$ cat config.mk
export PLATFORM = sky130hd
export DESIGN_NAME = fao_pipeline
export DESIGN_NICKNAME = d
export VERILOG_FILES = /design/src/design/fao_pkg.sv /design/src/design/fao_fifo_if.sv /design/src/design/fao_fifo.sv /design/src/design/fao_pipeline.sv
export SDC_FILE = /design/constraint.sdc
export NUM_CORES = 1
export LEC_CHECK = 0
export ABC_AREA = 1
export ABC_CLOCK_PERIOD_IN_PS = 9900
export BUFFER_PORTS_ARGS = -buffer_cell sky130_fd_sc_hd__buf_4
export CAP_MARGIN = 5
export CORE_ASPECT_RATIO = 0.6
export CORE_MARGIN = 5
export CORE_UTILIZATION = 55
export CTS_BUF_LIST = sky130_fd_sc_hd__clkbuf_16
export CTS_CLUSTER_SIZE = 8
export DETAILED_ROUTE_END_ITERATION = 10
export GPL_ROUTABILITY_DRIVEN = 0
export GPL_TIMING_DRIVEN = 0
export HOLD_SLACK_MARGIN = 0.06
export PLACE_DENSITY_LB_ADDON = 0.1
export RECOVER_POWER = 50
export SETUP_SLACK_MARGIN = 0.15
export SLEW_MARGIN = 10
export SYNTH_ARGS = -nofsm -noshare
export SYNTH_HDL_FRONTEND = slang
export SYNTH_HIERARCHICAL = 1
export SYNTH_SLANG_ARGS = --single-unit
$ cat constraint.sdc
create_clock -name clk -period 9.9 [get_ports clk]
set_input_delay 0.495 -clock clk [delete_from_list [all_inputs] [get_ports clk]]
set_output_delay 0.495 -clock clk [all_outputs]
set_load 0.005 [all_outputs]
$ cat src/design/fao_pkg.sv
// Shared constants for the flash converter output pipeline
package fao_pkg;

  // Data path widths
  localparam int CODE_W     = 8;      // Output code width
  localparam int THERMO_W   = 255;    // Comparator thresholds
  localparam int LOW_W      = 7;      // Lower bits under one control

  // Output buffer shape
  localparam int FIFO_DEPTH = 8;      // Words held downstream

  // Strobe edges before output data counts as valid
  localparam logic [1:0] FILL_REGISTERED  = 2'h3; // Board register fitted
  localparam logic [1:0] FILL_TRANSPARENT = 2'h2; // Latch held open

  // Values after reset
  localparam logic       INVERT_N_RESET = 1'h1;   // Pull-up level
  localparam logic       STROBE_RESET   = 1'h0;   // Strobe seen low
  localparam logic [7:0] CODE_RESET     = 8'h00;  // Pipeline contents
  localparam logic [1:0] FILL_RESET     = 2'h0;   // No edges yet

endpackage

$ cat src/design/fao_fifo_if.sv
`timescale 1ns/1ps
// Valid/ready carrier between the pipeline and its output buffer
interface fao_fifo_if #(
  parameter int W = 8
);
  logic         inValid;  // Filling side offers a word
  logic         inReady;  // Buffer can take a word
  logic [W-1:0] inData;   // Word offered
  logic         outValid; // Buffer holds a word
  logic         outReady; // Drain side takes the word
  logic [W-1:0] outData;  // Oldest word

  // Buffer end
  modport buffer (
    input  inValid, inData, outReady,
    output inReady, outValid, outData
  );

  // Pipeline end
  modport user (
    output inValid, inData, outReady,
    input  inReady, outValid, outData
  );
endinterface

$ cat src/design/fao_fifo.sv
`timescale 1ns/1ps
// Small synchronous FIFO with valid/ready on both sides
module fao_fifo #(
  parameter int W     = 8,
  parameter int DEPTH = 8
) (
  // Clock and reset
  input  wire logic clk,
  input  wire logic rst_b,
  // Buffer ports
  fao_fifo_if.buffer port
);
  localparam int AW = $clog2(DEPTH);

  // Whole module state
  typedef struct packed {
    logic [DEPTH-1:0][W-1:0] mem; // Storage words
    logic [AW:0]             wr;  // Write pointer, wrap bit on top
    logic [AW:0]             rd;  // Read pointer, wrap bit on top
  } fao_fifo_state_type;

  fao_fifo_state_type s_q;
  fao_fifo_state_type s_d;
  logic               isEmpty;  // Pointers equal
  logic               isFull;   // Same index, other wrap

  // Honest flags from the pointers
  assign isEmpty       = (s_q.wr == s_q.rd);
  assign isFull        = (s_q.wr[AW-1:0] == s_q.rd[AW-1:0]) &&
                         (s_q.wr[AW] != s_q.rd[AW]);
  assign port.inReady  = !isFull;
  assign port.outValid = !isEmpty;
  assign port.outData  = s_q.mem[s_q.rd[AW-1:0]];

  // Next state
  always_comb begin
    s_d = s_q;
    if (port.inValid && !isFull) begin
      s_d.mem[s_q.wr[AW-1:0]] = port.inData;
      s_d.wr                  = s_q.wr + (AW+1)'(1'h1);
    end
    if (port.outReady && !isEmpty) begin
      s_d.rd = s_q.rd + (AW+1)'(1'h1);
    end
  end

  // State register
  always_ff @(posedge clk or negedge rst_b) begin
    if (!rst_b) begin
      s_q <= '0;
    end else begin
      s_q <= s_d;
    end
  end
endmodule

$ cat src/design/fao_pipeline.sv
`timescale 1ns/1ps
// Function
// - Encode 255 comparators to 8-bit code
// - Only the convert strobe sequences sampling
// - Strobe rise freezes comparators, stores code
// - Stored code reaches outputs next edge
// - Board register adds one more edge
// - Build option: transparent latch, no delay
// - High-bit control low inverts top bit
// - Low-bits control low inverts seven bits
// - Controls default high, no inversion
// - Four formats from two controls
module fao_pipeline #(
  parameter bit TransparentOut = 1'h0  // Latch build, no board delay
) (
  // Clock and reset
  input  wire logic                            clk,
  input  wire logic                            rst_b,
  // Converter pins
  input  wire logic                            convert_strobe,
  input  wire logic [fao_pkg::THERMO_W-1:0]    comparatorState,
  input  wire logic                            high_bit_invert_n,
  input  wire logic                            low_bits_invert_n,
  // Board data pins
  output logic      [fao_pkg::CODE_W-1:0]      boardData,
  output logic                                 dataValid,
  // Buffered sample stream
  output logic                                 sampleValid,
  input  wire logic                            sampleReady,
  output logic      [fao_pkg::CODE_W-1:0]      sampleData,
  output logic                                 captureReady,
  output logic                                 sampleDropped
);
  localparam int CW = fao_pkg::CODE_W;
  localparam int TW = fao_pkg::THERMO_W;
  localparam logic [1:0] FILL = TransparentOut ?
    fao_pkg::FILL_TRANSPARENT : fao_pkg::FILL_REGISTERED;

  // Whole module state
  typedef struct packed {
    logic [2:0]    strobeSync;  // Strobe pin stages
    logic          strobeLvl;   // Agreed strobe level
    logic [2:0]    hiSync;      // High-bit control stages
    logic          hiLvl;       // Agreed high-bit control
    logic [2:0]    loSync;      // Low-bits control stages
    logic          loLvl;       // Agreed low-bits control
    logic [TW-1:0] cmpS1;       // Comparator stage one
    logic [TW-1:0] cmpS2;       // Comparator stage two
    logic [TW-1:0] cmpS3;       // Comparator stage three
    logic [TW-1:0] cmpLvl;      // Agreed comparator states
    logic [CW-1:0] heldCode;    // Code frozen at strobe rise
    logic [CW-1:0] convCode;    // Converter output code
    logic [CW-1:0] boardCode;   // Board output register
    logic [1:0]    fillCnt;     // Strobe edges seen, saturating
    logic          pushPend;    // New board word to buffer
    logic          drop;        // Word lost to full buffer
  } fao_state_type;

  fao_state_type s_q;
  fao_state_type s_d;
  logic          strobeRise;    // Agreed strobe rising edge
  logic [CW-1:0] invMask;       // Format inversion mask
  logic [CW-1:0] pinCode;       // Code on the board pins

  // Output buffer link
  fao_fifo_if #(.W(CW)) fifoLink ();

  // Thermometer to binary: number of tripped comparators
  function automatic logic [CW-1:0] encode(input logic [TW-1:0] t);
    logic [CW-1:0] n;
    n = '0;
    for (int i = 0; i < TW; i++) begin
      n = n + CW'(t[i]);
    end
    return n;
  endfunction

  // Rise once stages two and three agree high
  assign strobeRise = (s_q.strobeSync[1] == s_q.strobeSync[2]) &&
                      s_q.strobeSync[2] && !s_q.strobeLvl;

  // Active-low controls set the mask bits
  assign invMask = {~s_q.hiLvl,
                    {fao_pkg::LOW_W{~s_q.loLvl}}};

  // Board pins from register or from open latch
  assign pinCode = TransparentOut ? s_q.convCode
                                  : s_q.boardCode;

  // Next state
  always_comb begin
    s_d = s_q;
    // Three-stage pin synchronisers
    s_d.strobeSync = {s_q.strobeSync[1:0], convert_strobe};
    s_d.hiSync     = {s_q.hiSync[1:0], high_bit_invert_n};
    s_d.loSync     = {s_q.loSync[1:0], low_bits_invert_n};
    s_d.cmpS1      = comparatorState;
    s_d.cmpS2      = s_q.cmpS1;
    s_d.cmpS3      = s_q.cmpS2;
    // Levels follow only when stages two and three agree
    if (s_q.strobeSync[1] == s_q.strobeSync[2]) begin
      s_d.strobeLvl = s_q.strobeSync[2];
    end
    if (s_q.hiSync[1] == s_q.hiSync[2]) begin
      s_d.hiLvl = s_q.hiSync[2];
    end
    if (s_q.loSync[1] == s_q.loSync[2]) begin
      s_d.loLvl = s_q.loSync[2];
    end
    s_d.cmpLvl = (s_q.cmpS2 & s_q.cmpS3) |
                 (s_q.cmpLvl & (s_q.cmpS2 ^ s_q.cmpS3));
    // Pipeline moves only on a strobe rise
    s_d.pushPend = strobeRise;
    if (strobeRise) begin
      s_d.heldCode  = encode(s_q.cmpLvl);
      s_d.convCode  = s_q.heldCode ^ invMask;
      s_d.boardCode = s_q.convCode;
      if (s_q.fillCnt != FILL) begin
        s_d.fillCnt = s_q.fillCnt + 2'h1;
      end
    end
    // Word lost when the buffer cannot take it
    s_d.drop = fifoLink.inValid && !fifoLink.inReady;
  end

  // State register
  always_ff @(posedge clk or negedge rst_b) begin
    if (!rst_b) begin
      s_q            <= '0;
      s_q.strobeSync <= {3{fao_pkg::STROBE_RESET}};
      s_q.strobeLvl  <= fao_pkg::STROBE_RESET;
      s_q.hiSync     <= {3{fao_pkg::INVERT_N_RESET}};
      s_q.hiLvl      <= fao_pkg::INVERT_N_RESET;
      s_q.loSync     <= {3{fao_pkg::INVERT_N_RESET}};
      s_q.loLvl      <= fao_pkg::INVERT_N_RESET;
      s_q.heldCode   <= fao_pkg::CODE_RESET;
      s_q.convCode   <= fao_pkg::CODE_RESET;
      s_q.boardCode  <= fao_pkg::CODE_RESET;
      s_q.fillCnt    <= fao_pkg::FILL_RESET;
    end else begin
      s_q <= s_d;
    end
  end

  // Buffer links: fill with valid words only, drain on sampleReady
  assign fifoLink.inValid  = s_q.pushPend && (s_q.fillCnt == FILL);
  assign fifoLink.inData   = pinCode;
  assign fifoLink.outReady = sampleReady;

  // Output buffer
  fao_fifo #(
    .W     (CW),
    .DEPTH (fao_pkg::FIFO_DEPTH)
  ) u_fifo (
    .clk   (clk),
    .rst_b (rst_b),
    .port  (fifoLink.buffer)
  );

  // Ports
  assign boardData     = pinCode;
  assign dataValid     = (s_q.fillCnt == FILL);
  assign sampleValid   = fifoLink.outValid;
  assign sampleData    = fifoLink.outData;
  assign captureReady  = fifoLink.inReady;
  assign sampleDropped = s_q.drop;

  // Checks
  property p_encode;
    @(posedge clk) disable iff (!rst_b)
    strobeRise |=> s_q.heldCode == encode($past(s_q.cmpLvl));
  endproperty
  a_encode: assert property (p_encode)
    else $error("held code is not the comparator count");

  property p_only_strobe;
    @(posedge clk) disable iff (!rst_b)
    !strobeRise |=> $stable(s_q.heldCode) && $stable(s_q.convCode);
  endproperty
  a_only_strobe: assert property (p_only_strobe)
    else $error("pipeline moved without a strobe rise");

  property p_convert_strobe_latency;
    @(posedge clk) disable iff (!rst_b)
    strobeRise |=> s_q.convCode == ($past(s_q.heldCode) ^ $past(invMask));
  endproperty
  a_convert_strobe_latency: assert property (p_convert_strobe_latency)
    else $error("converter output is not the prior held code");

  property p_board_latency;
    @(posedge clk) disable iff (!rst_b)
    strobeRise |=> s_q.boardCode == $past(s_q.convCode);
  endproperty
  a_board_latency: assert property (p_board_latency)
    else $error("board register missed the converter code");

  property p_pins_change;
    @(posedge clk) disable iff (!rst_b)
    $changed(boardData) |-> $past(strobeRise);
  endproperty
  a_pins_change: assert property (p_pins_change)
    else $error("board pins changed without a strobe rise");

  property p_top_invert;
    @(posedge clk) disable iff (!rst_b)
    strobeRise && !s_q.hiLvl |=>
      s_q.convCode[CW-1] != $past(s_q.heldCode[CW-1]);
  endproperty
  a_top_invert: assert property (p_top_invert)
    else $error("top bit not inverted");

  property p_low_invert;
    @(posedge clk) disable iff (!rst_b)
    strobeRise && !s_q.loLvl |=>
      s_q.convCode[CW-2:0] == ~$past(s_q.heldCode[CW-2:0]);
  endproperty
  a_low_invert: assert property (p_low_invert)
    else $error("lower bits not inverted");

  property p_pullup_default;
    @(posedge clk) rst_b && !$past(rst_b) |-> s_q.hiLvl && s_q.loLvl;
  endproperty
  a_pullup_default: assert property (p_pullup_default)
    else $error("controls not high after reset");

  property p_fill;
    @(posedge clk) disable iff (!rst_b)
    fifoLink.inValid |-> dataValid && $past(strobeRise);
  endproperty
  a_fill: assert property (p_fill)
    else $error("word pushed before pipeline filled");

  // A recognised rise lasts exactly one clock
  property p_rise_pulse;
    @(posedge clk) disable iff (!rst_b)
    strobeRise |=> !strobeRise;
  endproperty
  a_rise_pulse: assert property (p_rise_pulse)
    else $error("strobe rise lasted more than one clock");

  // Agreed strobe level climbs only on a recognised rise
  property p_level_rise;
    @(posedge clk) disable iff (!rst_b)
    $rose(s_q.strobeLvl) |-> $past(strobeRise);
  endproperty
  a_level_rise: assert property (p_level_rise)
    else $error("strobe level rose without a rise");

  // Top bit passes straight while its control is high
  property p_top_keep;
    @(posedge clk) disable iff (!rst_b)
    strobeRise && s_q.hiLvl |=>
      s_q.convCode[CW-1] == $past(s_q.heldCode[CW-1]);
  endproperty
  a_top_keep: assert property (p_top_keep)
    else $error("top bit inverted with control high");

  // Lower bits pass straight while their control is high
  property p_low_keep;
    @(posedge clk) disable iff (!rst_b)
    strobeRise && s_q.loLvl |=>
      s_q.convCode[CW-2:0] == $past(s_q.heldCode[CW-2:0]);
  endproperty
  a_low_keep: assert property (p_low_keep)
    else $error("lower bits inverted with control high");

  // Two's complement format: only the top bit flips
  property p_twos;
    @(posedge clk) disable iff (!rst_b)
    strobeRise && !s_q.hiLvl && s_q.loLvl |=>
      s_q.convCode == {~$past(s_q.heldCode[CW-1]),
                       $past(s_q.heldCode[CW-2:0])};
  endproperty
  a_twos: assert property (p_twos)
    else $error("two's complement format wrong");

  // Once filled the pipeline stays valid until reset
  property p_valid_hold;
    @(posedge clk) disable iff (!rst_b)
    dataValid |=> dataValid;
  endproperty
  a_valid_hold: assert property (p_valid_hold)
    else $error("valid dropped after fill");

  // Each rise before fill advances the count by one
  property p_fill_step;
    @(posedge clk) disable iff (!rst_b)
    strobeRise && !dataValid |=>
      s_q.fillCnt == $past(s_q.fillCnt) + 2'h1;
  endproperty
  a_fill_step: assert property (p_fill_step)
    else $error("fill count did not step on a rise");

  // Push into a full buffer shows a drop pulse next clock
  property p_drop;
    @(posedge clk) disable iff (!rst_b)
    fifoLink.inValid && !fifoLink.inReady |=> sampleDropped;
  endproperty
  a_drop: assert property (p_drop)
    else $error("lost word not flagged");

  // Main scenarios
  c_rise: cover property (@(posedge clk) disable iff (!rst_b) strobeRise);
  c_push: cover property (@(posedge clk) disable iff (!rst_b)
    fifoLink.inValid && fifoLink.inReady);
  c_drop: cover property (@(posedge clk) disable iff (!rst_b) s_q.drop);
  c_twos: cover property (@(posedge clk) disable iff (!rst_b)
    strobeRise && !s_q.hiLvl && s_q.loLvl);
endmodule

# Word level (Yosys, flattened, before mapping)
# Cells that the tools add are included.
# op_classes
n_addsub,257
n_mul,0
n_div,0
magnitude_cmp,3
eq_ne,8
shifts,0
n_mux,5
n_bitwise,7
reduce_logical,12
# ops
cell,n
$add A8 B1 Y8,247
$and A255 B255 Y255,2
$or A255 B255 Y255,1
$xor A255 B255 Y255,1
$bwmux W64,1
$bmux W8 S3,1
$demux W8 S3,1
$mux W8,2
$add A4 B1 Y4 const B,2
$add A7 B1 Y8,1
$logic_and A1 B1 Y1,8
$lt A3 B4 Y1 const B,2
$xor A8 B8 Y8,1
$add A6 B1 Y7,1
$add A5 B1 Y6,1
$add A4 B1 Y5,1
$add A3 B1 Y4,1
$eq A4 B4 Y1,1
$add A2 B1 Y3,1
$eq A1 B1 Y1,3
$eq A3 B3 Y1,1
$ge A3 B1 Y1 const B,1
$logic_not A1 Y1,3
$add A1 B1 Y2,1
other kinds (6),7
# word_totals
register_bits,1132
latch_bits,0
mem_bits_rw,0
romBits,0
elab_cells,318
n_memories,0

# Depth between registers and ports, before layout
# logic_depth
ltp_word,254
ltp_mapped,29
depth_no_buf,29

# Modules after synthesis
# Netlist, hierarchy kept.
# by_module_without_submodules
mod,n_inst,cells_per_inst,area_each_um2,seq_area_each_um2
fao_pipeline,1,2370,39083.7,26535.4
fao_fifo,1,491,3977.6,1801.7

# Worst setup path before layout
# OpenSTA, ideal clock, no wires.
# synth_path
path_kind,flip-flop to flip-flop
startpoint,register s_q[177] (netlist bit)
endpoint,register s_q[26] (netlist bit)
setup_ns,0.117
arrival_time_ns,7.206
required_time_ns,9.783
slack_ns,2.577
path_stages_with_launch,29
path_buffers,0
cell_sequence,dfrtp_1 > inv_1 > fa_1 > inv_1 > fa_1 > fa_1 > inv_1 > fa_1 > inv_1 > fa_1 > inv_1 > fa_1 > inv_1 > fa_1 > inv_1 > fa_1 > fa_1 > fa_1 > fa_1 > fa_1 > fa_1 > inv_1 > nand2_1 > nand2_1 > nand3b_1 > nand2_1 > nand2_1 > nand3_1 > nand2_1
# synth_via
elab_chain_len,106
# synth_rtl
element,line,source
from (decl),fao_pipeline.sv:59,fao_state_type s_q;
$add A8 B1 Y8 (106 in series),fao_pipeline.sv:73,n = n + CW'(t[i]);
# Every way passes these cells.
# A chain may end at the register's enable or synchronous reset.

# Worst setup path in the final report
# Same ends and word-level chain as after synthesis.

==> out/qor.yml <==
drtPass1Iterations: 6
routedWlPerCell_um: 17.6
clock_path_buffers: 3
synthesis.nets: 3660
critPathSlowestCell: "fa_1"
synth-main-ff-cell: "dfrtp_1"
numCtsBuffers: 159
cap_violations: 2
status: "complete, but fails checks"
die_area_sq_um: 84200
fin_crit_sh_pct: 80.1
layout_common_cells: "dfrtp_1, inv_1, ha_1"
crit_path_start_kind: "flip-flop"
hold_viol: 0
maxSlewHeadroom_pct: -165
synth-seq-area-share_pct: 65.8
syn_inst: 2861
whs_ns: 0.342
syn_area_sq_um: 43100
antenna_found_initial: 2
fp.dieH_um: 227
r2r_end: "s_q[26]"
syn2layout_area_growth_pct: 24.0
dr.first_iter.drc_count: 1563
setup_ws_ns: 1.97
cts_setup_buffers: 0
h-tree-depth: 4
path_common_cell: "fa_1"
crit_arrival_ns: 8.54
grt_pass1_vias: 26534
hp-start: "s_d[698]"
drive_above_1_share_pct: 13.2
insertion_delay_ns: 0.73
die_w_um: 371
postCtsHoldBufs: 260
synthArstFlopShare_pct: 100
grt_start_max_net_pins: 171
finalMaxSlewViolations: 205
reg2reg_from: "s_q[177]"
worst_slew_pin_slew_ns: 3.98
overflow: 0
vias: 22894
design_area_sq_um: 53400
yosys_warnings: 6
track_usage_pct: 20.9
clock_skew_ns: 0.0278
violations: "max-capacitance violations, max-slew violations"
post-route-drc-count: 0
slowest_delay_ns: 0.54
place_area_sq_um: 46700
min_to: "s_d[443]"
layout_commonest_cell: "dfrtp_1"
grt_pass1_wl_um: 137000
holdPathStages: 0
fin_tns_setup_ns: 0
worstSetupPathType: "reg -> reg"
clk_pin_slew_worst_paths_ns: 0.05
synth_seq_cells: 1132
ys_types: 41
tritoncts: "done"
vias_per_cell: 4.93
postRouteAntennaNets: 0
min_path_type: "reg -> reg"
cp_top_family: "adder cells"
core-area_sq_um: 77600
port_buffers: 280
wl_um: 81800
std_cell_rows: 79
r2r_slack_ns: 1.97
cp.required_ns: 10.51
pin_count: 281
rsz0062_at_grt: "no"
final.fill_count: 5244
end_kind: "flip-flop"
post_cts_resized: 0
r2r_cells: 28
dp_hpwl_um: 55900
fin_crit_ns: 7.93
post-place-ws_ns: 1.93
crit_fanout: 3
crit_buf_inv: 8
synth_edf_count: 0
layout.nets: 4368
num_antenna_cells: 0
fmax_mhz: 126
setup_viol_count_final: 0
start_util_pct: 55.5
ctsRootBufferMaster: "clkbuf_16"
avgSynthCellArea_sq_um: 15.1
numClockSinks: 1132
==> per-layer routing <==
| layer | routed length [um] | vias up | track usage [%] |
|---|---|---|---|
| met4 | 1770 | 0 | 7.20 |
| met1 | 36200 | 11762 | 28.8 |
| met3 | 3890 | 132 | 4.31 |
| met2 | 39900 | 517 | 33.8 |
| met5 | 0 | - | 0 |
| li1 | - | 10483 | - |
==> cell usage after synthesis, types with 4 or more instances <==
master,n,share of area (%)
dfrtp_1,1124,65
inv_1,394,3.4
ha_1,297,8.6
a21o_1,255,4.4
fa_1,241,11
nand2_1,239,2.1
nand4_1,65,0.94
o21ai_0,59,0.69
nor2_1,54,0.47
nand3_1,18,0.21
clkbuf_1,13,0.11
xor2_1,11,0.22
buf_6,10,0.26
buf_2,9,0.10
buf_4,8,0.14
clkbuf_2,8,0.093
dfstp_2,8,0.49
nor3_4,6,0.23
a21oi_1,5,0.058
nand3_4,4,0.16
==> cells by family (layout without fill, tap and decap cells) <==
kind of cell             count (synthesis)  in the layout  share of synthesized area [%]
flip-flops                            1132           1132                           65.8
adder cells (fa/ha/maj)                540            540                           19.9
buffers and inverters                  452           1184                           4.30
AND/OR/NAND/NOR                        398            398                           4.38
AO/OA/AOI/OAI                          323            323                           5.24
XOR/XNOR                                15             15                          0.366
multiplexers                             1              1                         0.0261
==> how the worst max path moves through the flow <==
stage | startpoint | end | slack, ns | depth (start not counted)
after global placement | rst_b | s_d[285] | -4.25 | 1
after global routing | rst_b | s_d[359] | 1.37 | 5
after detailed placement | s_q[177] | s_q[26] | 1.93 | 28
after CTS | s_q[177] | s_q[26] | 1.92 | 28
final | s_q[177] | s_q[26] | 1.97 | 28
after floorplan | s_q[177] | s_q[26] | 2.58 | 28
==> state kept, by name (all words and copies together) (netlist names) <==
name and count:
boardData 8, s_q 535, u_fifo/s_q 72, s_d 516, sampleDropped 1
==> area by class of cell <==
class / count / area (sq um) / share of cell area, %
multi-input combinational: 1277 / 12900 / 24.1
tap: 1053 / 1320 / 2.47
clock inverter: 23 / 298 / 0.558
sequential: 1132 / 28300 / 53.1
clock buffer: 162 / 4050 / 7.59
inverter: 400 / 1510 / 2.84
buffer: 52 / 335 / 0.628
timing repair buffer: 547 / 4670 / 8.74
==> per-stage QoR <==
step	std cells	utilization [%]
after CTS	4646	69.1
after detailed placement	4201	60.2
after floorplan	2861	-
final	4646	68.8
after global routing	4646	68.8
after global placement	4194	59.9
==> worst register-to-register path, delay by kind of cell (launching register included) <==
kind	cells	cell delay [ns]
adder cells (fa/ha/maj)	13	6.45
buffers and inverters	8	0.53
flip-flops	1	0.35
AND/OR/NAND/NOR	7	0.50
Power is left out: the tool's default activity adds up to more than one toggle a clock period on the data nets, which glitch-free logic cannot reach.
